### config.mk
export PLATFORM = sky130hd
export DESIGN_NAME = cisc_input_seq
export DESIGN_NICKNAME = d
export VERILOG_FILES = /design/src/cisc_pkg.sv /design/src/cisc_input_seq.sv
export VERILOG_INCLUDE_DIRS = /design/src /design/src/src
export SDC_FILE = /design/constraint.sdc
export NUM_CORES = 1
export LEC_CHECK = 0
export BUFFER_PORTS_ARGS = -buffer_cell sky130_fd_sc_hd__buf_2
export CAP_MARGIN = 20
export CORE_MARGIN = 8
export CORE_UTILIZATION = 50
export CTS_CLUSTER_SIZE = 14
export DETAILED_ROUTE_END_ITERATION = 10
export PLACE_DENSITY = 0.68
export SLEW_MARGIN = 20
export SYNTH_ARGS = -nofsm -noshare
export SYNTH_HDL_FRONTEND = slang
export SYNTH_SLANG_ARGS = --single-unit
### constraint.sdc
create_clock -name mclk -period 6.5 [get_ports mclk]
set_input_delay 0.975 -clock mclk [delete_from_list [all_inputs] [get_ports mclk]]
set_output_delay 0.975 -clock mclk [all_outputs]
set_load 0.01 [all_outputs]
### src/cisc_consts.svh
// constants for the input sequence control block
// assumes APB register map with word-aligned byte offsets
`ifndef CISC_CONSTS_SVH
`define CISC_CONSTS_SVH
`define CISC_OFS_CTRL 12'h000
`define CISC_OFS_DSTAT 12'h004
`define CISC_OFS_HIT_STATUS_REGISTER 12'h008
`define CISC_OFS_ERROR_STATUS_REGISTER 12'h00C
`define CISC_OFS_SEQCFG 12'h010
`define CISC_OFS_SSREG 12'h014
`define CISC_OFS_CUTREG 12'h018
`define CISC_OFS_SHASGN 12'h01C
`define CISC_OFS_CMD 12'h020
`define CISC_OFS_KEY0 12'h040
`define CISC_CTRL_CH_LSB 0
`define CISC_CTRL_IAS_BIT 3
`define CISC_CTRL_IPN_LSB 4
`define CISC_CTRL_BUSY_BIT 7
`define CISC_CTRL_STRB_POL_BIT 8
`define CISC_CTRL_RESET 32'h0000_0000
`define CISC_CMD_PTRRST_BIT 0
`define CISC_CFG_EOS_BIT 0
`define CISC_CFG_HEAD_BIT 1
`define CISC_SHASGN_RESET 8'h00
`endif

### src/cisc_pkg.sv
// types for the input sequence control block
// assumes cisc_consts.svh is on the include path
package cisc_pkg;
	typedef enum logic [1:0] {CISC_IDLE, CISC_RUN, CISC_LAST, CISC_DONE}
		cisc_state_t;
	typedef struct packed {
		logic hit;
		logic multiHit;
		logic [31:0] key;
	} cisc_result_t;
endpackage

### src/cisc_input_seq.sv
// input sequence control: channel/start select, step pointer, results
// assumes strobe, search result and reset inputs synchronous to mclk
`timescale 1ns/1ns
`include "cisc_consts.svh"
module cisc_input_seq
	import cisc_pkg::*;
(
	// clock and reset
	input wire logic mclk,
	input wire logic rstn,
	// apb slave
	input wire logic psel,
	input wire logic penable,
	input wire logic pwrite,
	input wire logic [11:0] paddr,
	input wire logic [31:0] pwdata,
	output logic [31:0] prdata,
	output logic pready,
	output logic pslverr,
	// host pins
	input wire logic writeStrobe,
	input wire logic pointerResetPinN,
	input wire logic channelSelectPin,
	input wire logic deviceIdSubmode,
	input wire logic idPriority,
	// search engine
	input wire cisc_result_t searchResult,
	output logic [3:0] stepEntrySel,
	output logic searchFire,
	output logic searchHead,
	output logic captureFire,
	// result pins
	output logic hitPinN,
	output logic multiHitPinN,
	output logic stepResult0Out,
	output logic stepResult0Oe,
	output logic stepResult1Out,
	output logic stepResult1Oe,
	output logic busyActivePinN
);
	// ****************************************
	// registers
	// ****************************************
	logic [8:0] ctrl_reg;
	logic activeCh_reg;
	logic [2:0] ptr_reg;
	logic [2:0] startStep_reg;
	logic [2:0] doneStep_reg;
	logic [7:0] ssA_reg, ssB_reg, cutA_reg, cutB_reg;
	logic [1:0] cfgA_reg [0:7];
	logic [1:0] cfgB_reg [0:7];
	logic [7:0] shAsgn_reg;
	logic [2:0] pos_reg;
	logic [31:0] key_reg [0:7];
	logic strobe_reg;
	logic andAcc_reg;
	cisc_state_t state_reg;
	logic lastHit_reg, lastMulti_reg;
	logic sh0Hit_reg, sh1Hit_reg;
	logic seqOpen, captureNow;

	// ****************************************
	// decode functions
	// ****************************************
	function automatic logic isAddr(input logic [11:0] a, input logic [11:0] o);
		isAddr = (a == o);
	endfunction

	// step result pin assignment: {channel, step} nibble
	function automatic logic stepMatch(input logic [3:0] asg,
		input logic ch, input logic [2:0] p);
		stepMatch = (asg == {ch, p});
	endfunction

	logic apbWr, apbRd, cmdReset, ptrReset;
	logic riseEdge, fallEdge, firstEdge, secondEdge;
	logic [7:0] ssCur, cutCur;
	logic [1:0] cfgCur;
	logic stepNow, endNow, combHit;
	assign apbWr = psel && penable && pwrite;
	assign apbRd = psel && penable && !pwrite;
	assign cmdReset = apbWr && isAddr(paddr, `CISC_OFS_CMD)
		&& pwdata[`CISC_CMD_PTRRST_BIT];
	assign ptrReset = !pointerResetPinN || cmdReset;

	// ****************************************
	// strobe edges and step decode
	// ****************************************
	assign riseEdge = writeStrobe && !strobe_reg;
	assign fallEdge = !writeStrobe && strobe_reg;
	assign firstEdge = ctrl_reg[`CISC_CTRL_STRB_POL_BIT] ? riseEdge : fallEdge;
	assign secondEdge = ctrl_reg[`CISC_CTRL_STRB_POL_BIT] ? fallEdge : riseEdge;
	assign ssCur = activeCh_reg ? ssB_reg : ssA_reg;
	assign cutCur = activeCh_reg ? cutB_reg : cutA_reg;
	assign cfgCur = activeCh_reg ? cfgB_reg[ptr_reg] : cfgA_reg[ptr_reg];
	assign seqOpen = !ptrReset && state_reg != CISC_DONE
		&& state_reg != CISC_LAST;
	assign stepNow = firstEdge && seqOpen && ssCur[pos_reg];
	assign captureNow = firstEdge && seqOpen && cutCur[pos_reg];
	assign endNow = stepNow && cfgCur[`CISC_CFG_EOS_BIT];
	assign combHit = searchResult.hit
		&& (cfgCur[`CISC_CFG_HEAD_BIT] || andAcc_reg);

	// ****************************************
	// control register and configuration
	// ****************************************
	always_ff @(posedge mclk) begin
		if (!rstn) begin
			ctrl_reg <= 9'h000;
			ssA_reg <= 8'h00;
			ssB_reg <= 8'h00;
			cutA_reg <= 8'h00;
			cutB_reg <= 8'h00;
			shAsgn_reg <= `CISC_SHASGN_RESET;
		end else if (apbWr) begin
			if (isAddr(paddr, `CISC_OFS_CTRL))
				ctrl_reg <= pwdata[8:0];
			if (isAddr(paddr, `CISC_OFS_SSREG)) begin
				ssA_reg <= pwdata[7:0];
				ssB_reg <= pwdata[15:8];
			end
			if (isAddr(paddr, `CISC_OFS_CUTREG)) begin
				cutA_reg <= pwdata[7:0];
				cutB_reg <= pwdata[15:8];
			end
			if (isAddr(paddr, `CISC_OFS_SHASGN))
				shAsgn_reg <= pwdata[7:0];
		end
	end

	always_ff @(posedge mclk) begin
		if (!rstn) begin
			for (int i = 0; i < 8; i++) begin
				cfgA_reg[i] <= 2'h0;
				cfgB_reg[i] <= 2'h0;
			end
		end else if (apbWr && isAddr(paddr, `CISC_OFS_SEQCFG)) begin
			for (int i = 0; i < 8; i++) begin
				cfgA_reg[i] <= pwdata[2*i +: 2];
				cfgB_reg[i] <= pwdata[16 + 2*i +: 2];
			end
		end
	end

	// ****************************************
	// channel and start step latch
	// ****************************************
	always_ff @(posedge mclk) begin
		if (!rstn) begin
			activeCh_reg <= 1'b0;
			startStep_reg <= 3'h0;
		end else if (ptrReset) begin
			activeCh_reg <= ctrl_reg[`CISC_CTRL_IAS_BIT] ? channelSelectPin
				: ctrl_reg[`CISC_CTRL_CH_LSB];
			startStep_reg <= ctrl_reg[`CISC_CTRL_IPN_LSB +: 3];
		end
	end

	// ****************************************
	// sequencer
	// ****************************************
	always_ff @(posedge mclk) begin
		if (!rstn)
			strobe_reg <= 1'b1; // idle level of negative strobe
		else
			strobe_reg <= writeStrobe;
	end

	always_ff @(posedge mclk) begin
		if (!rstn) begin
			state_reg <= CISC_IDLE;
			ptr_reg <= 3'h0;
			pos_reg <= 3'h0;
			doneStep_reg <= 3'h0;
			andAcc_reg <= 1'b0;
		end else if (ptrReset) begin
			state_reg <= CISC_IDLE;
			ptr_reg <= ctrl_reg[`CISC_CTRL_IPN_LSB +: 3];
			pos_reg <= 3'h0;
		end else begin
			case (state_reg)
			CISC_IDLE, CISC_RUN: begin
				if (firstEdge) begin
					state_reg <= CISC_RUN;
					pos_reg <= pos_reg + 3'h1;
					if (endNow)
						state_reg <= CISC_LAST;
					if (stepNow) begin
						ptr_reg <= endNow ? ptr_reg : ptr_reg + 3'h1;
						doneStep_reg <= ptr_reg;
						andAcc_reg <= combHit;
					end
				end
			end
			CISC_LAST: begin
				if (secondEdge)
					state_reg <= CISC_DONE;
			end
			CISC_DONE: state_reg <= CISC_DONE;
			default: state_reg <= CISC_IDLE;
			endcase
		end
	end

	// ****************************************
	// search engine strobes
	// ****************************************
	always_ff @(posedge mclk) begin
		if (!rstn) begin
			searchFire <= 1'b0;
			captureFire <= 1'b0;
			stepEntrySel <= 4'h0;
			searchHead <= 1'b0;
		end else begin
			searchFire <= stepNow;
			captureFire <= captureNow;
			stepEntrySel <= {activeCh_reg, ptr_reg};
			searchHead <= cfgCur[`CISC_CFG_HEAD_BIT];
		end
	end

	// ****************************************
	// hit and multi-hit result pins
	// ****************************************
	always_ff @(posedge mclk) begin
		if (!rstn) begin
			hitPinN <= 1'b1;
			lastHit_reg <= 1'b0;
			lastMulti_reg <= 1'b0;
		end else if (stepNow) begin
			hitPinN <= !searchResult.hit;
			lastHit_reg <= searchResult.hit;
			lastMulti_reg <= searchResult.multiHit;
		end
	end

	always_ff @(posedge mclk) begin
		if (!rstn)
			multiHitPinN <= 1'b1;
		else
			multiHitPinN <= deviceIdSubmode ? idPriority
				: !(stepNow ? searchResult.multiHit : lastMulti_reg);
	end

	// ****************************************
	// step result pins
	// ****************************************

	always_ff @(posedge mclk) begin
		if (!rstn) begin
			sh0Hit_reg <= 1'b0;
			sh1Hit_reg <= 1'b0;
		end else if (ptrReset) begin
			sh0Hit_reg <= 1'b0;
			sh1Hit_reg <= 1'b0;
		end else if (stepNow) begin
			if (stepMatch(shAsgn_reg[3:0], activeCh_reg, ptr_reg))
				sh0Hit_reg <= combHit;
			if (stepMatch(shAsgn_reg[7:4], activeCh_reg, ptr_reg))
				sh1Hit_reg <= combHit;
		end
	end

	always_ff @(posedge mclk) begin
		if (!rstn) begin
			stepResult0Out <= 1'b0;
			stepResult1Out <= 1'b0;
			stepResult0Oe <= 1'b0;
			stepResult1Oe <= 1'b0;
		end else begin
			stepResult0Out <= 1'b0;
			stepResult1Out <= 1'b0;
			stepResult0Oe <= sh0Hit_reg && !ptrReset;
			stepResult1Oe <= sh1Hit_reg && !ptrReset;
		end
	end

	// ****************************************
	// key store
	// ****************************************
	always_ff @(posedge mclk) begin
		if (!rstn) begin
			for (int i = 0; i < 8; i++)
				key_reg[i] <= 32'h0000_0000;
		end else if (stepNow) begin
			key_reg[ptr_reg] <= searchResult.key;
		end
	end

	// ****************************************
	// busy/active pin
	// ****************************************
	always_ff @(posedge mclk) begin
		if (!rstn)
			busyActivePinN <= 1'b1;
		else if (ptrReset)
			busyActivePinN <= 1'b1;
		else if (state_reg == CISC_IDLE && firstEdge && !endNow)
			busyActivePinN <= 1'b0;
		else if (endNow && ctrl_reg[`CISC_CTRL_BUSY_BIT])
			busyActivePinN <= 1'b1;
		else if (state_reg == CISC_IDLE && firstEdge)
			busyActivePinN <= 1'b0;
		else if (state_reg == CISC_LAST && secondEdge)
			busyActivePinN <= 1'b1;
	end

	// ****************************************
	// apb read path
	// ****************************************
	always_ff @(posedge mclk) begin
		if (!rstn) begin
			prdata <= 32'h0000_0000;
			pready <= 1'b0;
			pslverr <= 1'b0;
		end else begin
			pready <= psel && !penable;
			pslverr <= 1'b0;
			prdata <= 32'h0000_0000;
			if (psel && !penable && !pwrite) begin
				case (paddr)
				`CISC_OFS_CTRL: prdata <= {23'h0, ctrl_reg[8:7],
					startStep_reg, ctrl_reg[3], 2'h0, activeCh_reg};
				`CISC_OFS_DSTAT: prdata <= {28'h0, doneStep_reg,
					busyActivePinN};
				`CISC_OFS_HIT_STATUS_REGISTER: prdata <= {28'h0, lastMulti_reg,
					lastHit_reg, 1'b0, activeCh_reg};
				`CISC_OFS_ERROR_STATUS_REGISTER: prdata <= {31'h0, activeCh_reg};
				`CISC_OFS_SSREG: prdata <= {16'h0, ssB_reg, ssA_reg};
				`CISC_OFS_CUTREG: prdata <= {16'h0, cutB_reg, cutA_reg};
				`CISC_OFS_SHASGN: prdata <= {24'h0, shAsgn_reg};
				default: begin
					if (paddr[11:5] == 7'h02)
						prdata <= key_reg[paddr[4:2]];
					else if (!isAddr(paddr, `CISC_OFS_SEQCFG)
						&& !isAddr(paddr, `CISC_OFS_CMD))
						pslverr <= 1'b1;
				end
				endcase
			end else if (psel && !penable && pwrite) begin
				pslverr <= !(isAddr(paddr, `CISC_OFS_CTRL)
					|| isAddr(paddr, `CISC_OFS_SSREG)
					|| isAddr(paddr, `CISC_OFS_CUTREG)
					|| isAddr(paddr, `CISC_OFS_SHASGN)
					|| isAddr(paddr, `CISC_OFS_SEQCFG)
					|| isAddr(paddr, `CISC_OFS_CMD));
			end
		end
	end
endmodule

Word-level counts from Yosys, hierarchy flattened
Memory sizes are Yosys's and may differ from the RTL's. A register that Yosys moved wholly into a read port is not among the register bits. Index checks and enable logic that the tools add are counted.

Memories kept: 3. Logic and storage cells: 199. Memory bits (writable): 288. Register bits after elaboration: 116. Bits of input ports: 88.

Memory list: key_reg (depth 8, bits a word 32, read ports 1, clocked after memory_dff 0, write ports 8, line cisc_input_seq.sv:54) `logic [31:0] key_reg [0:7];`; cfgA_reg (depth 8, bits a word 2, read ports 1, clocked after memory_dff 1, write ports 8, line cisc_input_seq.sv:50) `logic [1:0] cfgA_reg [0:7];`; cfgB_reg (depth 8, bits a word 2, read ports 1, clocked after memory_dff 1, write ports 8, line cisc_input_seq.sv:51) `logic [1:0] cfgB_reg [0:7];`.

Order comparisons: 1. Bitwise logic cells: 18. Multiplexer cells: 62. Eq/ne operators: 19. Reductions and logical operators: 64. Add/sub/neg operators: 2.

Operators with widths (number): 32-bit one-hot mux with 7 select lines (1); 32-bit two-way mux (2); 12-bit by 5-bit equality test with 1-bit output (second input constant) (4); 2-bit two-way mux (20); 32-bit OR reduction (1); 3-bit two-way mux (10); 12-bit by 4-bit equality test with 1-bit output (second input constant) (2); 1-bit logical AND (24); 1-bit two-way mux (24); 2-bit AND reduction (9); 8-bit two-way mux (2); 1-bit bitwise OR (16); 12-bit by 3-bit equality test with 1-bit output (second input constant) (1); 12-bit by 6-bit equality test with 1-bit output (second input constant) (1); 1-bit zero test (12); 12-bit zero test (1); 2-bit inequality test (second input constant) (5); 4-bit equality test (2); 4-bit AND reduction (2); 7-bit by 2-bit equality test with 1-bit output (second input constant) (1); 1-bit logical OR (7); 7-bit OR reduction (1); 3-bit by 1-bit adder with 3-bit output (second input constant) (2); 1-bit binary-select mux with 3-bit select (2); other kinds (9) (14).

Logic depth before layout (Yosys ltp)
Gate-level depths: netlist of the first run.

Depth after elaboration: 18. Gate-level depth with buffers: 8. Mapped depth without buffers: 5.

Least setup slack after synthesis of the first run
No wires, ideal clock.

Path type: input to register. Start point: in writeStrobe. End point: mem key_reg[7][0], enable pin. Library setup time: 0.466 ns. Stages on the path: 5. Setup slack: 1.619 ns. Arrival time: 4.415 ns. Required time: 6.034 ns. Cells stage by stage: or3b_1 > a21oi_4 > o221a_2 > nand3_1 > o21ai_0.

RTL lines: from (decl) (line cisc_input_seq.sv:21) `input wire logic writeStrobe,`; to (decl) (line cisc_input_seq.sv:54).

==> metrics.csv, run 1 <==
stage,metric,value,unit
run,max_cap viols,0,
clocking,worst skew pair latency,550,ps
worst_setup_path,crit path kind,reg -> reg,
worst_setup_path,CP max FO,33,
clocking,setup bufs post-CTS,0,
floorplanning,# rows,69,
grt,initial antenna violation count,2,
floorplanning,Initial Util,0.504,
timing,Fmax,0.251,GHz
synthesis,sequential area share after synthesis,0.617,
grt,largest net degree at the start of global routing,76,
floorplanning,CORE AREA,35300,um2
clocking,clock tree sinks,405,
floorplanning,IO Pins,136,
final_layout,"commonest non-fill, non-tap cell in the layout",and2_1,
detailed_routing,ANT nets after route,0,
synthesis,ys flop type,edfxtp_1,
hold_path,Hold Path Depth,2,
synthesis,"FF+latch count, synth",405,
clocking,root buf cell,clkbuf_16,
worst_setup_path,cell family with most CP delay,flip-flops,
clocking,Max clock buf depth,3,
synthesis,count of different cell masters after synthesis,68,
clocking,# hold bufs at CTS,0,
pwr,Clk pwr share,0.440,
worst_setup_path,CP bufs+invs,2,
grt,vias in the first global route,11200,
timing,Slew HR,0.281,
pwr,Sw Pwr,1.20,mW
worst_setup_path,arrival time at the worst endpoint,4060,ps
worst_setup_path,"reg-to-reg slack, setup",2510,ps
detailed_routing,drt pass-1 iters,6,
pwr,Logic pwr share,0.053,
timing,setup TNS,0,ps
synthesis,Yosys Warn Count,0,
grt,global-route wire length before repair,68.8,mm
clocking,post-CTS sizing,0,
placement,Final HPWL DP,29.0,mm
hold_path,Hold WC Path Type,reg -> reg,
grt,GRT overflow,0,
floorplanning,DIE AREA,41900,um2
clocking,H-tree levels,2,
final_layout,Area Overhead vs Synth,14.3,%
worst_setup_path,Worst setup SP type,flop,
worst_setup_path,required time worst endpoint,6570,ps
timing,RSZ-0062 raised after global routing,no,
final_layout,antenna fix cells,0,
detailed_routing,Vias/cell,5.70,
timing,WHS,470,ps
timing,Final Hold Vio Count,0,
detailed_routing,final WL,45.1,mm
final_layout,layout cell share with drive strength beyond 1,0.244,
final_layout,max FFs per register,256,
pwr,sw frac,0.214,
synthesis,Compound-Gate Fraction of Synth Area,0.0467,
timing,final setup vio count,0,
detailed_routing,DRC,0,
synthesis,cell accounting for the most synthesized area,edfxtp_1,
synthesis,share of synthesized flip-flops with an asynchronous set or reset,0,
pwr,cell internal pwr,4.43,mW
worst_setup_path,Reg2Reg Launch Point,activeCh_reg$_SDFFE_PN0P_,
floorplanning,die width,205,um
synthesis,Simple-Gate Fraction of Synth Area,0.172,
pwr,Peak supply drop,0.000192,V
synthesis,multiplexer area fraction after synthesis,0.133,
status,outcome,"complete, no violations",
synthesis,Synth top area share,0.486,
floorplanning,Die H,205,um
worst_setup_path,"Slowest-stage cell, CP",dfxtp_1,
synthesis,Syn Area/Cell,13.7,um2
timing,min Tclk post-route,3990,ps
clocking,clk slew on worst S/H paths,60,ps
final_layout,most frequent cells in the layout,"and2_1, edfxtp_1, buf_2",
pwr,Seq pwr share,0.507,
synthesis,Mapped Area,17800,um2
timing,Slew @ Worst Pin,1080,ps
detailed_routing,drt initial violations,893,
synthesis,Synth area leaders,"edfxtp_1, dfxtp_1, mux4_2",
clocking,TritonCTS clock tree,yes,
synthesis,Post-Synth Adder-Cell Area,0.00141,
synthesis,Post-synth EDFFs,288,
worst_setup_path,CP most frequent cell,buf_4,
placement,Final GP Congestion,0.868,
final_layout,final instance area,20400,um2
synthesis,Post-Synth XOR/XNOR Area,0.00590,
detailed_routing,vias post-DR,10900,
synthesis,main combinational cell family by area after synthesis,simple AND/OR/NAND/NOR gates,
synthesis,post-synthesis cell count,1299,
final_layout,Layout Nets,1501,
worst_setup_path,Crit. End Element,flop,
worst_setup_path,max incr delay on CP,960,ps
worst_setup_path,crit-path cells,"mux4_2, a22o_1, o221ai_4, buf_4, nor4_4, buf_4, nand2b_2",
worst_setup_path,Reg2Reg Depth,7,
timing,Setup Skew,17.7,ps
final_layout,FILL cells,2843,
hold_path,Hold Crit Start,cutA_reg[7]$_SDFFE_PN0P_,
grt,Global Route Usage Sum,0.215,
placement,placed inst area,18900,um2
hold_path,WHS Endpoint,cutA_reg[7]$_SDFFE_PN0P_,
detailed_routing,wire length per cell,23.7,um
pwr,Pleak,7.47,nW
placement,IO buf count,133,
final_layout,post-layout util,0.576,
timing,Final Max Slew Viols,0,
timing,period utilisation layout,0.614,
clocking,TritonCTS buffer count,44,
pwr,Power per Cell Area,277,nW/um2
worst_setup_path,Worst R2R End,key_reg[3][12]$_SDFFCE_PN0P_,
worst register-to-register path: stages, from the launching register on:
cell,delay [ps]
dfxtp_1,960
mux4_2,600
a22o_1,300
o221ai_4,170
buf_4,370
nor4_4,100
buf_4,290
nand2b_2,710
synth_stat cells, types with 17 or more instances:
| cell type | number |
|---|---|
| a21oi_1 | 52 |
| and2_1 | 293 |
| buf_2 | 20 |
| clkbuf_1 | 56 |
| dfxtp_1 | 117 |
| edfxtp_1 | 288 |
| mux2i_1 | 34 |
| mux4_2 | 82 |
| nand2_1 | 101 |
| nand3_1 | 17 |
| nor2_1 | 46 |
| o21ai_0 | 17 |
layer usage:
metal	global-route usage	up-vias	part of all wire
met5	0	-	0.00029
met4	0.0867	2	0.039
met3	0.0346	105	0.065
met2	0.361	397	0.50
met1	0.275	5393	0.40
li1	-	4970	-
per-stage QoR:
step / worst slack, ps / total power [mW] / instances
after floorplan: 1620 / 3.08 / 1300
after global placement: 2020 / 3.21 / 1826
after detailed placement: 1970 / 3.21 / 1826
after CTS: 2460 / 5.68 / 1907
after global routing: 2230 / 5.80 / 1907
final: 2510 / 5.63 / 1907
worst max-delay path by stage:
stage                               from                      endpoint  slack, ps  cells past startpoint
3_5_place_dp                    paddr[2]   key_reg[5][9]$_SDFFCE_PN0P_       1970                      7
4_1_cts        activeCh_reg$_SDFFE_PN0P_  key_reg[1][28]$_SDFFCE_PN0P_       2460                      7
6_report       activeCh_reg$_SDFFE_PN0P_  key_reg[3][12]$_SDFFCE_PN0P_       2510                      7
2_1_floorplan                writeStrobe   key_reg[7][0]$_SDFFCE_PN0P_       1620                      5
5_1_grt                         paddr[2]   key_reg[5][9]$_SDFFCE_PN0P_       2230                      7
3_3_place_gp                    paddr[2]   key_reg[5][9]$_SDFFCE_PN0P_       2020                      7
cell families after synthesis:
kind of cell               after synthesis
muxes                                  132
buffers and inverters                   97
adders and majority gates                2
and+or+nand+nor                        525
xor gates and xnor gates                12
DFF                                    405
other                                    1
AOI/OAI and AO/OA                      125
power by group through the flow:
stage | combinational [mW] | clock, mW | sequential (mW)
after floorplan | 0.179 | 0 | 2.90
after global placement | 0.300 | 0 | 2.91
after detailed placement | 0.303 | 0 | 2.91
after CTS | 0.305 | 2.52 | 2.86
after global routing | 0.321 | 2.62 | 2.86
final | 0.300 | 2.48 | 2.85
final cells by class:
type,count,area (um2),area share
clock inverter,15,191,0.00941
tap,461,577,0.0283
clock buffer,66,1240,0.0611
timing repair buffer,154,830,0.0408
inverter,8,30.0,0.00148
sequential,405,11000,0.540
multi-input combinational,798,6490,0.319
Power figures use the tool's default switching activity.
==> run 2: changes to the inputs <==
Settings changed: PLACE_DENSITY 0.68 to 0.71.
Clock period 6.5 ns to 3.44 ns, I/O delays scaled along.
==> metrics.csv, run 2 (synthesis gave the netlist of run 1 again) <==
stage,metric,value,unit
status,outcome,"complete, no violations",
pwr,Sw Pwr,2.27,mW
final_layout,footprint of the multi-input gates,6490,um2
worst_setup_path,arrival time at the worst endpoint,3170,ps
pwr,Clk pwr share,0.435,
final_layout,final instance area,20600,um2
worst_setup_path,max incr delay on CP,720,ps
detailed_routing,drt pass-1 iters,5,
worst_setup_path,Worst setup SP type,flop,
timing,Final Hold Vio Count,0,
timing,Slew HR,0.419,
floorplanning,IO Pins,136,
run,max_cap viols,0,
pwr,Peak supply drop,0.000405,V
detailed_routing,Vias/cell,5.83,
pwr,Power per Cell Area,513,nW/um2
clocking,TritonCTS clock tree,yes,
timing,RSZ-0062 raised after global routing,no,
detailed_routing,final WL,44.3,mm
floorplanning,Die H,205,um
timing,final setup vio count,0,
placement,IO buf count,133,
final_layout,flip-flop and latch area,11000,um2
clocking,clock tree sinks,405,
timing,Final Max Slew Viols,0,
grt,largest net degree at the start of global routing,76,
timing,Fmax,0.340,GHz
detailed_routing,wire length per cell,23.0,um
worst_setup_path,crit path kind,reg -> reg,
pwr,sw frac,0.215,
grt,Global Route Usage Sum,0.210,
worst_setup_path,required time worst endpoint,3670,ps
final_layout,post-layout util,0.583,
pwr,Seq pwr share,0.509,
clocking,# hold bufs at CTS,0,
detailed_routing,vias post-DR,11300,
floorplanning,CORE AREA,35300,um2
worst_setup_path,crit-path cells,"or3b_1, a21oi_4, o221ai_4, nor4_4, nand2b_2, buf_4",
clocking,root buf cell,clkbuf_16,
worst_setup_path,cell family with most CP delay,simple AND/OR/NAND/NOR gates,
clocking,post-CTS sizing,0,
clocking,setup bufs post-CTS,0,
worst_setup_path,"Slowest-stage cell, CP",nor4_4,
timing,min Tclk post-route,2940,ps
final_layout,layout cell share with drive strength beyond 1,0.257,
clocking,H-tree levels,2,
timing,period utilisation layout,0.854,
final_layout,antenna fix cells,0,
grt,vias in the first global route,11300,
floorplanning,# rows,69,
clocking,Max clock buf depth,3,
timing,Slew @ Worst Pin,871,ps
timing,Setup Skew,9.41,ps
final_layout,"commonest non-fill, non-tap cell in the layout",and2_1,
placement,Final HPWL DP,28.6,mm
worst_setup_path,CP max FO,18,
final_layout,FILL cells,2770,
grt,GRT overflow,0,
final_layout,most frequent cells in the layout,"and2_1, edfxtp_1, buf_2",
detailed_routing,ANT nets after route,0,
final_layout,Layout Nets,1527,
clocking,clk slew on worst S/H paths,60,ps
hold_path,Hold WC Path Type,in -> reg,
floorplanning,Initial Util,0.504,
grt,global-route wire length before repair,67.5,mm
floorplanning,die width,205,um
pwr,Logic pwr share,0.056,
worst_setup_path,CP bufs+invs,1,
placement,placed inst area,19200,um2
grt,initial antenna violation count,2,
final_layout,Area Overhead vs Synth,15.7,%
placement,Final GP Congestion,0.913,
pwr,cell internal pwr,8.30,mW
clocking,worst skew pair latency,550,ps
detailed_routing,drt initial violations,905,
pwr,Pleak,7.62,nW
floorplanning,DIE AREA,41900,um2
detailed_routing,DRC,0,
clocking,TritonCTS buffer count,42,
worst_setup_path,Crit. End Element,flop,
final_layout,max FFs per register,256,
==> run 2: cell count changes in the layout (fill, tap and decap cells not counted), sizes merged <==
cell,previous run,this run
clkinvlp,0,1
buf,154,182
inv,8,9
clkinv,11,13
bufinv,4,5
clkbuf,66,58
==> run 2: worst reg2reg max path: stages (launching register included) <==
cell	delay [ps]
dfxtp_1	400
or3b_1	470
a21oi_4	300
o221ai_4	190
nor4_4	720
nand2b_2	270
buf_4	270
==> run 2: final timing paths <==
path / endpoint / start / slack [ps] / cells after the start
hold / removal: multiHitPinN$_SDFF_PN1_ / idPriority / 200 / 3
hold reg to reg: stepResult1Oe$_SDFF_PN0_ / sh1Hit_reg$_SDFFE_PP0P_ / 460 / 2
setup / recovery: key_reg[0][11]$_SDFFCE_PN0P_ / ctrl_reg[8]$_SDFFE_PN0P_ / 500 / 6
setup reg to reg: key_reg[0][11]$_SDFFCE_PN0P_ / ctrl_reg[8]$_SDFFE_PN0P_ / 500 / 6
==> run 2: cell type report <==
cell class / instances / share of cell area
Clock inverter: 20 / 0.0121
Inverter: 8 / 0.00146
Clock buffer: 58 / 0.0555
Sequential cell: 405 / 0.533
Timing Repair Buffer: 182 / 0.0545
Multi-Input combinational cell: 798 / 0.315
Tap cell: 461 / 0.0280
==> run 2: routing by layer <==
layer / vias up / part of all wire / GRT usage
li1: 5037 / - / -
met1: 5655 / 0.39 / 0.267
met4: 4 / 0.041 / 0.0856
met2: 457 / 0.49 / 0.351
met5: - / 0.00052 / 0
met3: 110 / 0.075 / 0.0381
==> run 2: metrics by stage <==
step / hold slack (ps) / setup TNS [ps] / instances / setup WS, ps / total power [mW]
finish: 201 / 0 / 1932 / 502 / 10.6
CTS: 188 / 0 / 1932 / 445 / 10.7
detailed placement: 459 / 0 / 1854 / 207 / 6.09
global route: 203 / 0 / 1932 / 349 / 10.9
floorplan: 427 / -16630 / 1300 / -136 / 5.81
global placement: 447 / 0 / 1854 / 312 / 6.07
==> run 2: power groups by stage <==
stage	combinational, mW	clock [mW]	sequential [mW]
finish	0.596	4.60	5.38
global route	0.635	4.84	5.39
CTS	0.601	4.67	5.38
detailed placement	0.598	0	5.49
global placement	0.591	0	5.48
floorplan	0.339	0	5.47
